`src/bioc_defines.svh`:
```
`ifndef BIOC_DEFINES_SVH
`define BIOC_DEFINES_SVH

// ----------------------------------------------------------------
// address decode
// ----------------------------------------------------------------
`define BIOC_MEM_SEL_BIT 31
`define BIOC_IO_SEL_LO 4
`define BIOC_IO_SEL_HI 5
`define BIOC_MEM_ROM_CS 0
`define BIOC_MEM_RAM_CS 1
`define BIOC_MEM_IO_EN 2
`define BIOC_COMPANION_CS 0
`define BIOC_IO_SLOW_MASK 4'hC

// ----------------------------------------------------------------
// wait states
// ----------------------------------------------------------------
`define BIOC_WAIT_W 5
`define BIOC_WS_ROM 5'h02
`define BIOC_WS_RAM 5'h01
`define BIOC_WS_IO_FAST 5'h02
`define BIOC_WS_IO_SLOW 5'h04
`define BIOC_WS_INT_ACK_CMD_N 5'h05
`define BIOC_WS_OTHER 5'h00

// ----------------------------------------------------------------
// timing
// ----------------------------------------------------------------
`define BIOC_CLK_PERIOD_NS 50
`define BIOC_IO_RECOVERY_NS 500
`define BIOC_IO_RECOVERY_CYC \
  ((`BIOC_IO_RECOVERY_NS + `BIOC_CLK_PERIOD_NS - 1) / `BIOC_CLK_PERIOD_NS)

`endif

```
`src/bioc_pkg.sv`:
```
`default_nettype none

package bioc_pkg;

  typedef enum logic [2:0] {
    CMD_NONE,
    CMD_ROM_RD,
    CMD_IO_RD,
    CMD_IO_WR,
    CMD_INT_ACK
  } bioc_cmd_t;

  typedef enum logic [1:0] {
    ST_IDLE,
    ST_ACTIVE,
    ST_DONE
  } bioc_state_t;

endpackage : bioc_pkg

`default_nettype wire

```
`src/bioc_link_if.sv`:
```
`timescale 1ns/10ps
`default_nettype none

interface bioc_link_if #(
  parameter int WAIT_W = 5
);
  logic mem_sel;
  logic [1:0] io_sel;
  logic m_io;
  logic d_c;
  logic [3:0] mem_cs;
  logic [3:0] io_cs;
  logic wait_start;
  logic [WAIT_W-1:0] wait_count;
  logic wait_done_n;

  modport ctl (
    output mem_sel,
    output io_sel,
    output m_io,
    output d_c,
    output wait_start,
    output wait_count,
    input mem_cs,
    input io_cs,
    input wait_done_n
  );

  modport dec (
    input mem_sel,
    input io_sel,
    input m_io,
    input d_c,
    output mem_cs,
    output io_cs
  );

  modport wct (
    input wait_start,
    input wait_count,
    output wait_done_n
  );
endinterface : bioc_link_if

`default_nettype wire

```
`src/bioc_bus_controller.sv`:
```
`timescale 1ns/10ps
`default_nettype none
`include "bioc_defines.svh"

module bioc_bus_controller #(
  parameter int WAIT_W = `BIOC_WAIT_W,
  parameter logic [3:0] IO_SLOW_MASK = `BIOC_IO_SLOW_MASK,
  parameter logic [WAIT_W-1:0] WS_ROM = `BIOC_WS_ROM,
  parameter logic [WAIT_W-1:0] WS_RAM = `BIOC_WS_RAM,
  parameter logic [WAIT_W-1:0] WS_IO_FAST = `BIOC_WS_IO_FAST,
  parameter logic [WAIT_W-1:0] WS_IO_SLOW = `BIOC_WS_IO_SLOW,
  parameter logic [WAIT_W-1:0] WS_INT_ACK_CMD_N = `BIOC_WS_INT_ACK_CMD_N,
  parameter logic [WAIT_W-1:0] WS_OTHER = `BIOC_WS_OTHER
) (
  input wire logic core_clk,
  input wire logic reset,
  input wire logic [31:2] cpu_addr,
  input wire logic cpu_ads_n,
  input wire logic cpu_w_r,
  input wire logic cpu_m_io,
  input wire logic cpu_d_c,
  output logic [31:2] held_addr,
  output logic held_addr_oe_n,
  output logic latch_gate,
  output logic [3:0] mem_cs,
  output logic [3:0] io_cs,
  output logic xcvr_direction,
  output logic xcvr_enable_n,
  output logic rom_rd_cmd_n,
  output logic io_rd_cmd_n,
  output logic io_wr_cmd_n,
  output logic int_ack_cmd_n,
  output logic cpu_ready_n,
  output logic wait_done_n
);

  localparam logic [WAIT_W-1:0] IO_RECOVERY =
    WAIT_W'(`BIOC_IO_RECOVERY_CYC);

  bioc_pkg::bioc_state_t state;
  bioc_pkg::bioc_state_t next_state;
  bioc_pkg::bioc_cmd_t cmd;
  bioc_pkg::bioc_cmd_t next_cmd;
  logic cycle_start;
  logic cycle_end;
  logic wait_start;
  logic companion_read;
  logic mem_write;
  logic next_mem_write;
  logic io_slow;
  logic [WAIT_W-1:0] next_wait_count;

  // ----------------------------------------------------------------
  // sub-blocks
  // ----------------------------------------------------------------
  bioc_link_if #(.WAIT_W(WAIT_W)) link ();

  bioc_decoder u_decoder (
    .link(link.dec)
  );

  bioc_wait_counter #(.WAIT_W(WAIT_W)) u_wait_counter (
    .core_clk(core_clk),
    .reset(reset),
    .link(link.wct)
  );

  // decoder sees the raw processor address so selects are early
  assign link.mem_sel = cpu_addr[`BIOC_MEM_SEL_BIT];
  assign link.io_sel = cpu_addr[`BIOC_IO_SEL_HI:`BIOC_IO_SEL_LO];
  assign link.m_io = cpu_m_io;
  assign link.d_c = cpu_d_c;
  assign link.wait_start = wait_start;
  assign link.wait_count = next_wait_count;
  assign wait_done_n = link.wait_done_n;

  // ----------------------------------------------------------------
  // cycle sequencing
  // ----------------------------------------------------------------
  assign cycle_start = (state == bioc_pkg::ST_IDLE) && !cpu_ads_n;
  assign cycle_end = (state == bioc_pkg::ST_ACTIVE) && !link.wait_done_n;

  // a strobe while busy or in the ready cycle is ignored: no pipelining
  // the done state spends the ready cycle so no start can overlap it
  always_comb
  begin
    next_state = state;
    case (state)
      bioc_pkg::ST_IDLE:
      begin
        if (!cpu_ads_n)
        begin
          next_state = bioc_pkg::ST_ACTIVE;
        end
      end
      bioc_pkg::ST_ACTIVE:
      begin
        if (!link.wait_done_n)
        begin
          next_state = bioc_pkg::ST_DONE;
        end
      end
      bioc_pkg::ST_DONE:
      begin
        next_state = bioc_pkg::ST_IDLE;
      end
      default:
      begin
        next_state = bioc_pkg::ST_IDLE;
      end
    endcase
  end

  always_ff @(posedge core_clk or posedge reset)
  begin
    if (reset)
    begin
      state <= bioc_pkg::ST_IDLE;
    end
    else
    begin
      state <= next_state;
    end
  end

  // ----------------------------------------------------------------
  // status decode: {m_io, d_c, w_r}
  // ----------------------------------------------------------------
  always_comb
  begin
    next_cmd = bioc_pkg::CMD_NONE;
    // codes 001, 101 and 111 carry no command strobe
    case ({cpu_m_io, cpu_d_c, cpu_w_r})
      3'h0: next_cmd = bioc_pkg::CMD_INT_ACK;
      3'h2: next_cmd = bioc_pkg::CMD_IO_RD;
      3'h3: next_cmd = bioc_pkg::CMD_IO_WR;
      3'h4: next_cmd = bioc_pkg::CMD_ROM_RD;
      3'h6: next_cmd = bioc_pkg::CMD_ROM_RD;
      default: next_cmd = bioc_pkg::CMD_NONE;
    endcase
  end

  // memory writes carry no strobe but still move data
  assign next_mem_write = cpu_m_io && cpu_d_c && cpu_w_r;

  // ----------------------------------------------------------------
  // address and chip-select hold
  // ----------------------------------------------------------------
  // status and address are only valid while the strobe is sampled low
  always_ff @(posedge core_clk or posedge reset)
  begin
    if (reset)
    begin
      held_addr <= '0;
      mem_cs <= 4'h0;
      io_cs <= 4'h0;
      xcvr_direction <= 1'h0;
      mem_write <= 1'h0;
      cmd <= bioc_pkg::CMD_NONE;
    end
    else if (cycle_start)
    begin
      held_addr <= cpu_addr;
      mem_cs <= link.mem_cs;
      io_cs <= link.io_cs;
      xcvr_direction <= cpu_w_r;
      mem_write <= next_mem_write;
      cmd <= next_cmd;
    end
  end

  // ----------------------------------------------------------------
  // latch gate and latch output enable
  // ----------------------------------------------------------------
  always_ff @(posedge core_clk or posedge reset)
  begin
    if (reset)
    begin
      latch_gate <= 1'b0;
      held_addr_oe_n <= 1'b0;
    end
    else
    begin
      latch_gate <= cycle_start;
      held_addr_oe_n <= 1'b0;
    end
  end

  // ----------------------------------------------------------------
  // wait-state selection
  // ----------------------------------------------------------------
  // count comes from the captured selects, settled on the edge the gate rises
  assign io_slow = |(io_cs & IO_SLOW_MASK);

  always_comb
  begin
    next_wait_count = WS_OTHER;
    case (cmd)
      bioc_pkg::CMD_ROM_RD:
      begin
        next_wait_count = mem_cs[`BIOC_MEM_ROM_CS] ? WS_ROM : WS_RAM;
      end
      bioc_pkg::CMD_IO_RD, bioc_pkg::CMD_IO_WR:
      begin
        next_wait_count = (io_slow ? WS_IO_SLOW : WS_IO_FAST) + IO_RECOVERY;
      end
      bioc_pkg::CMD_INT_ACK:
      begin
        next_wait_count = WS_INT_ACK_CMD_N;
      end
      default:
      begin
        next_wait_count = mem_write ? WS_RAM : WS_OTHER;
      end
    endcase
  end

  always_ff @(posedge core_clk or posedge reset)
  begin
    if (reset)
    begin
      wait_start <= 1'b0;
    end
    else
    begin
      // counter loads one edge after the gate
      wait_start <= cycle_start;
    end
  end

  // ----------------------------------------------------------------
  // command strobes
  // ----------------------------------------------------------------
  always_ff @(posedge core_clk or posedge reset)
  begin
    if (reset)
    begin
      rom_rd_cmd_n <= 1'b1;
      io_rd_cmd_n <= 1'b1;
      io_wr_cmd_n <= 1'b1;
      int_ack_cmd_n <= 1'b1;
    end
    // end and start are exclusive: they need different states
    else if (cycle_end)
    begin
      rom_rd_cmd_n <= 1'b1;
      io_rd_cmd_n <= 1'b1;
      io_wr_cmd_n <= 1'b1;
      int_ack_cmd_n <= 1'b1;
    end
    else if (cycle_start)
    begin
      rom_rd_cmd_n <= !(next_cmd == bioc_pkg::CMD_ROM_RD);
      io_rd_cmd_n <= !(next_cmd == bioc_pkg::CMD_IO_RD);
      io_wr_cmd_n <= !(next_cmd == bioc_pkg::CMD_IO_WR);
      int_ack_cmd_n <= !(next_cmd == bioc_pkg::CMD_INT_ACK);
    end
  end

  // ----------------------------------------------------------------
  // data transceiver enable
  // ----------------------------------------------------------------
  // companion peripheral drives the local bus itself on reads
  assign companion_read = !cpu_m_io && !cpu_w_r && cpu_d_c
    && link.io_cs[`BIOC_COMPANION_CS];

  always_ff @(posedge core_clk or posedge reset)
  begin
    if (reset)
    begin
      xcvr_enable_n <= 1'b1;
    end
    else if (cycle_end)
    begin
      xcvr_enable_n <= 1'b1;
    end
    else if (cycle_start)
    begin
      // halt and shutdown move no data
      xcvr_enable_n <= companion_read
        || ((next_cmd == bioc_pkg::CMD_NONE) && !next_mem_write);
    end
  end

  // ----------------------------------------------------------------
  // ready back to the processor
  // ----------------------------------------------------------------
  always_ff @(posedge core_clk or posedge reset)
  begin
    if (reset)
    begin
      cpu_ready_n <= 1'b1;
    end
    else
    begin
      // one edge after the counter pulse, on the edge the strobes drop
      cpu_ready_n <= !cycle_end;
    end
  end

endmodule : bioc_bus_controller

`default_nettype wire

```
`src/bioc_decoder.sv`:
```
`timescale 1ns/10ps
`default_nettype none
`include "bioc_defines.svh"

module bioc_decoder (
  bioc_link_if.dec link
);

  logic [1:0] mem_index;
  logic io_enable;

  // ----------------------------------------------------------------
  // memory decoder: io space is its third output
  // ----------------------------------------------------------------
  assign mem_index = {~link.m_io, link.mem_sel};

  // ----------------------------------------------------------------
  // one-of-four decoders, no storage
  // ----------------------------------------------------------------
  genvar i;
  generate
    for (i = 0; i < 4; i++)
    begin : g_dec
      assign link.mem_cs[i] = (mem_index == 2'(i));
      assign link.io_cs[i] = io_enable && (link.io_sel == 2'(i));
    end
  endgenerate

  // interrupt acknowledge is an io-space cycle with d_c low; keep it off
  assign io_enable = link.mem_cs[`BIOC_MEM_IO_EN] && link.d_c;

endmodule : bioc_decoder

`default_nettype wire

```
`src/bioc_wait_counter.sv`:
```
`timescale 1ns/10ps
`default_nettype none

module bioc_wait_counter #(
  parameter int WAIT_W = 5
) (
  input wire logic core_clk,
  input wire logic reset,
  bioc_link_if.wct link
);

  logic [WAIT_W-1:0] remaining;
  logic busy;
  logic done_n;

  assign link.wait_done_n = done_n;

  // ----------------------------------------------------------------
  // down counter, one low pulse on done_n when it runs out
  // ----------------------------------------------------------------
  always_ff @(posedge core_clk or posedge reset)
  begin
    if (reset)
    begin
      remaining <= '0;
      busy <= 1'b0;
      done_n <= 1'b1;
    end
    else
    begin
      done_n <= 1'b1;
      if (link.wait_start)
      begin
        remaining <= link.wait_count;
        busy <= 1'b1;
      end
      else if (busy)
      begin
        if (remaining == '0)
        begin
          done_n <= 1'b0;
          busy <= 1'b0;
        end
        else
        begin
          remaining <= remaining - 1'b1;
        end
      end
    end
  end

endmodule : bioc_wait_counter

`default_nettype wire

```
`config.mk`:
```
export PLATFORM = sky130hd
export DESIGN_NAME = bioc_bus_controller
export DESIGN_NICKNAME = d
export VERILOG_FILES = /design/src/bioc_pkg.sv /design/src/bioc_link_if.sv /design/src/bioc_bus_controller.sv /design/src/bioc_decoder.sv /design/src/bioc_wait_counter.sv
export VERILOG_INCLUDE_DIRS = /design/src
export SDC_FILE = /design/constraint.sdc
export NUM_CORES = 1
export LEC_CHECK = 0
export ABC_AREA = 0
export BUFFER_PORTS_ARGS = -buffer_cell sky130_fd_sc_hd__buf_2
export CORE_MARGIN = 10
export CORE_UTILIZATION = 35
export CTS_CLUSTER_SIZE = 14
export DETAILED_ROUTE_END_ITERATION = 8
export GPL_TIMING_DRIVEN = 0
export MAX_ROUTING_LAYER = met4
export PLACE_DENSITY = 0.7
export REMOVE_ABC_BUFFERS = 1
export SYNTH_ARGS = -nofsm -noshare
export SYNTH_HDL_FRONTEND = slang
export SYNTH_SLANG_ARGS = --single-unit
```
`constraint.sdc`:
```
create_clock -name core_clk -period 1.99 [get_ports core_clk]
set_clock_uncertainty 0.05 [all_clocks]
set_input_delay 0.0995 -clock core_clk [delete_from_list [all_inputs] [get_ports core_clk]]
set_output_delay 0.0995 -clock core_clk [all_outputs]
set_load 0.01 [all_outputs]
```
Yosys cells after proc, flatten, opt, wreduce, memory -nomap -nowiden
Index checks and enable logic that the tools add are counted.

storage, ports and cells
  bits in registers = 59
  input bits = 36
  output and inout bits = 48
  word-level logic and storage cells = 105

operators by class
  $add $sub $neg = 2
  equal/unequal tests = 22
  multiplexer cells = 26
  bitwise gates (word level) = 1
  reduce and logical (&&, ||, !) cells = 37

operators with widths
  kind                                                                   number
  3-bit by 2-bit equality test with 1-bit output, second input constant  6
  1-bit two-way mux                                                      16
  5-bit two-way mux                                                      3
  5-bit case mux with 3 select lines                                     1
  1-bit logical AND                                                      13
  3-bit equality test, second input constant                             4
  3-bit case mux with 4 select lines                                     1
  1-bit zero test                                                        10
  2-bit equality test, second input constant                             4
  2-bit by 1-bit equality test with 1-bit output, second input constant  3
  3-bit by 1-bit equality test with 1-bit output, second input constant  2
  2-bit zero test                                                        3
  3-bit zero test                                                        2
  2-bit two-way mux                                                      3
  2-bit != test, second input constant                                   3
  2-bit OR reduction                                                     3
  3-bit by 4-bit adder with 5-bit output, second input constant          1
  5-bit zero test                                                        1
  5-bit by 1-bit subtractor with 5-bit output, second input constant     1
  2-bit case mux with 2 select lines                                     1
  2-bit AND reduction                                                    2
  2-bit nonzero test                                                     2
  3-bit two-way mux                                                      1
  1-bit logical OR                                                       1
  1-bit inverter                                                         1

Depth between registers and ports, before layout
Gate-level depths: netlist (run 1).

  word-level depth = 8
  gate-level depth with buffers = 6
  depth with buffers taken out = 5

Modules after synthesis
Synthesis (run 1) repeated with hierarchy kept, for this count alone.

second synthesis, totals
  cells, all modules = 273
  area, all modules = 2518.7 um^2

by module, submodules not included
  module               instances  cells an instance  area an instance (um^2)  sequential area each (um^2)
  bioc_bus_controller  1          226                2058.2                   1308.8
  bioc_wait_counter    1          39                 390.4                    176.4
  bioc_decoder         1          8                  70.1                     0.0

Worst setup path before layout (run 1)
No wires, ideal clock.

  path kind = register to register
  from = reg u_wait_counter.remaining[0]
  to = reg u_wait_counter.remaining[0]
  setup time = 0.139 ns
  arrival = 1.459 ns
  data required time = 1.801 ns
  path slack = 0.342 ns
  stages on the path, launching flop included = 6
  path buffers = 0
  clock period less this slack = 1.648 ns
  cell sequence = dfrtp_1 -> inv_1 -> ha_1 -> or4b_4 -> a211oi_1 -> a211oi_2

between the ends
  word-level cells in the longest chain between the ends = 4
  elaborated cells on any way between the ends = 7
  classes of those cells = 1 x add/sub; 1 x eq/ne; 3 x mux; 2 x reduce/logical

ends and longest elaborated chain
  element                                      RTL line                 text
  start, declared                              bioc_wait_counter.sv:12  logic [WAIT_W-1:0] remaining;
  start signal, assigned                       bioc_wait_counter.sv:34  remaining <= link.wait_count;
  start signal, assigned                       bioc_wait_counter.sv:46  remaining <= remaining - 1'b1;
  5-bit by 1-bit subtractor with 5-bit output  bioc_wait_counter.sv:46
  5-bit two-way mux                            bioc_wait_counter.sv:39  if (remaining == '0)
  5-bit two-way mux                            bioc_wait_counter.sv:37  else if (busy)
  5-bit two-way mux                            bioc_wait_counter.sv:32  if (link.wait_start)

Parallel ways exist; a longest one is shown, timed or not. The select of a mux whose other input is x is not followed.
A chain may end at the register's enable or synchronous reset.

Worst setup path after layout (run 1)
  from = reg state[0]
  to = reg xcvr_enable_n

between the ends
  word-level cells in the longest chain between the ends = 3
  elaborated cells on any way between the ends = 6
  classes of those cells = 1 x eq/ne; 1 x mux; 4 x reduce/logical

ends and longest elaborated chain
  element                                                                                   RTL line                                              text
  start, declared                                                                           bioc_bus_controller.sv:40                             bioc_pkg::bioc_state_t state;
  start signal, assigned                                                                    bioc_bus_controller.sv:118                            state <= bioc_pkg::ST_IDLE;
  start signal, assigned                                                                    bioc_bus_controller.sv:122                            state <= next_state;
  2-bit by 1-bit equality test with 1-bit output / 2-bit zero test (equally long branches)  bioc_bus_controller.sv:81, bioc_bus_controller.sv:80
  1-bit logical AND (on tied branches)                                                      bioc_bus_controller.sv:81, bioc_bus_controller.sv:80
  1-bit two-way mux / 2-bit nonzero test (equally long branches)                            -
  end signal, assigned                                                                      bioc_bus_controller.sv:280                            xcvr_enable_n <= companion_read
  end, declared                                                                             bioc_bus_controller.sv:28                             output logic xcvr_enable_n,

Parallel ways exist; a longest one is shown, timed or not.

==> summary.txt, run 1 <==
Floorplanning
  – # rows: 30
  – CORE AREA: 0.00679 sq mm
  – Num ports: 84
  – Starting density of the core: 35.9%
  – Die footprint: 0.0107 sq mm
  – Die Width: 104 um
  – Die height: 104 um

Power
  – Sequential Power Share: 41.8%
  – Pwr dens: 1420 mW/mm^2
  – Overall power: 4.94 mW
  – Share of total power in combinational logic: 34.8%
  – NetSw: 1.75 mW
  – Sw Ratio: 35.4%
  – Static Leak: 1.80 nW
  – Internal power contribution: 3.19 mW
  – Max rail drop VDD: 639 uV
  – Power share of the clock group: 23.4%

Placement
  – Detail Placement HPWL: 4170 um
  – Port bufs: 82
  – Pre-CTS setup slack: -146 ps
  – Placed cell count: 419
  – GP Congestion: 0.756
  – Placed inst area: 0.00294 sq mm

Routing
  – Iter 0 DRT Violations: 76
  – Avg WL per Cell: 14.2 um
  – Vias: 2148
  – DR DRC count: 0
  – First-pass iteration count of the detailed router: 4
  – Routed Antenna Nets: 0
  – Vias per cell: 4.58
  – Final WL: 6640 um

Logic synthesis
  – Area share of the largest cell type after synthesis: 53.3%
  – Yosys reg bits: 59
  – Most common cell in the synthesized netlist: nand2_1
  – Asr flop ratio synth: 100%
  – Post-synth EDFFs: 0
  – Yosys cell types: 44
  – Register area share after synthesis: 60.8%
  – Largest cells by area after synthesis: dfrtp_1, nand2_1, dfstp_2, o32a_1, clkbuf_1
  – Mapped Avg Cell Area: 9.61 sq um
  – Mapped cell area: 0.00244 sq mm
  – Yosys warns: 0
  – Primary FF master, synth: dfrtp_1
  – Top cells by count, synth: nand2_1, dfrtp_1, clkbuf_1, dfstp_2, nor2_1
  – Mapped Cells: 254
  – Dominant cell type by area after synthesis: dfrtp_1

Critical path
  – Critical path arrival: 2070 ps
  – FF-to-FF End: xcvr_enable_n
  – Critical path peak fanout: 40
  – Worst Reg2Reg Path Length in Cells: 3
  – Worst R2R Setup Slack: 140 ps
  – Crit-path cells: or3_2 -> buf_12 -> o32a_1
  – R2R Path Start: state[0]
  – Critical Path Source Type: flop
  – Required time of the critical path: 2200 ps
  – Crit. End Element: flop
  – Crit path kind: flop to flop
  – Crit path max-delay cell type: or3_2
  – Max stage delay on crit path: 710 ps

Cells and area
  – Area growth, synth to finish: 43.0%
  – Non-Filler Instances: 469
  – Layout cells sized above 1: 30.1%
  – Post-route cell area: 0.00349 sq mm
  – Reg area: 0.00149 sq mm
  – Nets: 404
  – Area of the multi-input gates: 860 sq um
  – Fillers: 646

Timing
  – Final slew viol count: 0
  – Final setup vio count: 0
  – Setup tns final: 0 ps
  – Final hold vios: 0
  – Max Clock Freq: 539 MHz
  – Crit share post-route: 93.2%
  – Worst setup margin: 135 ps
  – RSZ-0062 raised after global routing: false
  – Crit path time final: 1850 ps

Global routing
  – First-pass GRT wire length: 11500 um
  – Largest net degree at the start of global routing: 43
  – Initial antenna violation count: 1
  – GR Util All Layers: 13.4%
  – Grt total ovfl: 0
  – Number of global-route vias before repair: 2319

Clock network
  – Max clock buf depth: 2
  – CTS clk-pin slew, worst paths: 70 ps
  – Skew-Pair Late Insertion Delay: 330 ps
  – Clk sink count: 59
  – H-Tree Depth: 3
  – Root Driver: clkbuf_8
  – # Post-CTS Setup Buffers: 0
  – Cts bufs inserted: 9
  – CTS tree: built

Outcome
  – Status: finished, final reports clean

Worst hold path
  – Worst min-delay path startpoint: cpu_m_io
  – Worst min-delay path category: input pin to flop
  – Hold EP: mem_cs[1]
  – Worst Hold Depth: 3

Flow run
  – Max Cap Violations: 0
==> cells in the final DEF (no fill, tap or decap), drive strengths merged, types with 3 or more instances in the layout <==
master	synthesis	layout
nor2	7	7
dfstp	7	7
inv	7	7
a211oi	4	4
buf	8	84
dlygate4sd3	0	33
or4b	3	3
nor3	3	3
clkinv	0	3
o32a	3	3
clkbuf	7	11
nand2	109	109
nand3	3	3
a21oi	4	4
nor2b	3	3
o21ai	6	6
dfrtp	52	52
==> worst max-delay path: cells and delay by family, from the launching register on <==
family / cells / cell delay [ps]
AND/OR/NAND/NOR: 1 / 710
flip-flops: 1 / 400
AO/OA/AOI/OAI: 1 / 360
buffers and inverters: 1 / 260
==> per-layer routing <==
layer	GRT usage (%)	share of wire (%)
met4	5.04	1.8
met2	21.0	49
met1	15.2	44
met3	4.89	5.6
met5	-	0
==> power by group through the flow <==
| stage | sequential, mW | combinational (mW) | clock (mW) |
|---|---|---|---|
| 6_report | 2.07 | 1.72 | 1.16 |
| 5_1_grt | 2.14 | 1.95 | 1.25 |
| 4_1_cts | 2.05 | 1.75 | 1.20 |
| 3_5_place_dp | 2.07 | 1.69 | 0 |
| 3_3_place_gp | 2.05 | 1.62 | 0 |
| 2_1_floorplan | 2.24 | 0.771 | 0 |
==> registers in the layout (all words and copies together) (netlist names), 2 cells and up <==
register,flops
io_cs,4
mem_cs,4
u_wait_counter.remaining,5
state,2
cmd,3
held_addr,30
==> kinds of logic after synthesis <==
family	Yosys count	synth area share, %
simple gates	140	24.9
flops	59	60.8
compound gates	31	9.33
buf+inv	22	4.25
fa+ha+maj	1	0.512
other cells	1	0.154
==> how the worst max path moves through the flow <==
| stage | from | to | slack (ps) |
|---|---|---|---|
| detailed placement | state[0] | io_cs[1] | -150 |
| global placement | state[0] | io_wr_cmd_n | -1160 |
| finish | state[0] | xcvr_enable_n | 140 |
| floorplan | state[0] | io_wr_cmd_n | -210 |
| global route | state[0] | cmd[1] | 20 |
| CTS | state[0] | cmd[1] | 50 |
==> stage by stage <==
stage	util, %	hold WS (ps)
2_1_floorplan	-	116
3_3_place_gp	42.6	239
3_5_place_dp	43.2	69.2
4_1_cts	51.2	30.5
5_1_grt	51.4	82.0
6_report	51.4	57.3
==> final cells by class <==
cell class                      count  share of cell area [%]
Sequential cell                    59                    42.6
Antenna cell                        1                  0.0717
Inverter                            7                   0.896
Multi-Input combinational cell    173                    24.6
Clock buffer                       11                    3.76
Clock inverter                      5                    2.26
Timing Repair Buffer              117                    22.4
Tap cell                           96                    3.44
==> what timing repair did <==
action	4_1_cts	5_1_grt
gates cloned	0	0
endpoints found under the setup margin	39	8
hold endpoints to repair	54	0
gates resized for setup	1	2
hold buffers	33	0
Note: power is estimated with default switching activity, not from simulation.
==> run 2, diff against run 1 <==
==> constraint.sdc (replaced) <==
create_clock -name core_clk -period 1.99 [get_ports core_clk]
set_clock_uncertainty 0.05 [all_clocks]
set_input_delay 0.597 -clock core_clk [delete_from_list [all_inputs] [get_ports core_clk]]
set_output_delay 0.597 -clock core_clk [all_outputs]
set_load 0.01 [all_outputs]
==> run 2 against run 1 <==
Compared with the run above: hold slack gained 150 ps; critical path depth is the same; clock power is essentially flat; total power shrank 1.4%.
==> summary.txt, run 2 (synthesis results as in run 1) <==
Timing
  – Max Clock Freq: 541 MHz (+0.28%)
  – Final slew viol count: 0 (unchanged)
  – Final hold vios: 0 (unchanged)
  – Crit path time final: 1850 ps (-5.09 ps)
  – Crit share post-route: 92.9% (-0.26 points)
  – Worst hold slack: 207 ps (+149 ps)
  – Final setup vio count: 0 (unchanged)
  – Setup tns final: 0 ps (unchanged)
  – RSZ-0062 raised after global routing: false

Routing
  – Iter 0 DRT Violations: 101 (+33%)
  – Routed Antenna Nets: 0 (unchanged)
  – Final WL: 6000 um (-9.6%)
  – First-pass iteration count of the detailed router: 4 (unchanged)
  – Vias per cell: 4.62 (+0.94%)
  – Vias: 2011 (-6.4%)
  – DR DRC count: 0 (unchanged)
  – Avg WL per Cell: 13.8 um (-2.6%)

Critical path
  – Required time of the critical path: 2200 ps (about the same)
  – Crit. End Element: flop
  – Worst R2R Setup Slack: 140 ps (about the same)
  – Critical path arrival: 2060 ps (about the same)
  – Crit path kind: flop to flop
  – Worst Reg2Reg Path Length in Cells: 3 (unchanged)
  – R2R Path Start: state[0]
  – Critical path peak fanout: 40 (unchanged)
  – Critical Path Source Type: flop
  – FF-to-FF End: xcvr_enable_n

Cells and area
  – Most frequent cells in the layout: nand2_1, buf_2, dfrtp_1
  – Nets: 371 (-8.2%)
  – Post-route cell area: 0.00316 sq mm (-9.5%)
  – Max reg flops: 30 (unchanged)
  – Top reg by flops: held_addr
  – Non-Filler Instances: 435 (-7.2%)
  – Biggest regs: held_addr: 30 flops, u_wait_counter.remaining: 5 flops
  – Diodes inserted: 0 (-1)
  – Most common cell after layout, fill and taps aside: nand2_1
  – Layout cells sized above 1: 33.0% (+2.9 points)
  – Area growth, synth to finish: 29.3%

Global routing
  – First-pass GRT wire length: 10500 um (-8.3%)
  – Grt total ovfl: 0 (unchanged)
  – Largest net degree at the start of global routing: 43 (unchanged)
  – Number of global-route vias before repair: 2141 (-7.7%)
  – Initial antenna violation count: 0 (-1)
  – GR Util All Layers: 12.2% (-1.2 points)

Power
  – Max rail drop VDD: 694 uV (+8.6%)
  – Overall power: 4.87 mW (-1.4%)
  – Static Leak: 1.66 nW (-7.7%)
  – Pwr dens: 1540 mW/mm^2 (+9.0%)

Clock network
  – Root Driver: clkbuf_8
  – Max clock buf depth: 2 (unchanged)
  – Skew-Pair Late Insertion Delay: 330 ps (about the same)
  – CTS clk-pin slew, worst paths: 70 ps (about the same)
  – CTS tree: built
  – Clk sink count: 59 (unchanged)
  – H-Tree Depth: 3 (unchanged)
  – Hold_buf cts: 0 (-100%)
  – Cts bufs inserted: 9 (unchanged)

Floorplanning
  – Starting density of the core: 35.9% (unchanged)
  – Die height: 104 um (unchanged)
  – # rows: 30 (unchanged)
  – Die Width: 104 um (unchanged)
  – CORE AREA: 0.00679 sq mm (unchanged)
  – Die footprint: 0.0107 sq mm (unchanged)
  – Num ports: 84 (unchanged)

Outcome
  – Status: finished, final reports clean

Flow run
  – Max Cap Violations: 0 (unchanged)

Placement
  – Placed inst area: 0.00294 sq mm (unchanged)
  – Port bufs: 82 (unchanged)
  – GP Congestion: 0.756 (unchanged)
  – Detail Placement HPWL: 4170 um (unchanged)
  – Placed cell count: 419 (unchanged)

Worst hold path
  – Worst min-delay path category: input pin to async pin
-- run 2: cell count changes in the layout (fill, tap and decap cells not counted) --
cell and change:
dlygate4sd3_1 -33, diode_2 -1
-- run 2: per-stage QoR --
step	worst slack, ps	utilization [%]
after detailed placement	-394	43.2
after floorplan	-440	-
after CTS	48.5	46.3
after global placement	-1470	42.6
after global routing	17.6	46.5
final	140	46.5
-- run 2: per-layer routing --
| layer | up-vias | GRT usage, % | share of wire (%) |
|---|---|---|---|
| li1 | 989 | - | - |
| met1 | 950 | 14.8 | 47 |
| met2 | 65 | 18.0 | 46 |
| met3 | 7 | 4.83 | 6.3 |
| met4 | 0 | 4.23 | 1.1 |
| met5 | - | - | 0 |
-- run 2: how the worst max path moves through the flow --
stage	end	slack, ps	start	depth (start not counted)
after floorplan	io_wr_cmd_n	-440	cpu_ads_n	4
after global placement	io_wr_cmd_n	-1470	cpu_ads_n	5
after detailed placement	io_cs[1]	-390	cpu_ads_n	5
after CTS	cmd[1]	50	state[0]	4
after global routing	cmd[1]	20	state[0]	4
final	xcvr_enable_n	140	state[0]	3
-- run 2: power breakdown --
group          switching, mW  total [mW]  internal (mW)
Combinational          0.943        1.65          0.709
Sequential             0.319        2.06           1.74
Clock                  0.464        1.17          0.704
Total                   1.73        4.87           3.15
-- run 2: repair_timing --
item,CTS,global route
hold endpoints to repair,0,0
setup buffers,0,0
gates resized for setup,1,2
setup endpoints to repair,39,8
-- run 2: cell type report --
type                    count  area [sq um]
clock buffers              11           131
clock inverters             5          78.8
fillers                   677          3640
inverters                   7          31.3
multi-input cells         173           860
flip-flops and latches     59          1490
well taps                  96           120
repair buffers             84           450
-- run 2: critical path, cell delays in order, from the launching register on --
cell,delay (ps)
dfrtp_1,400
or3_2,700
buf_12,260
o32a_1,360
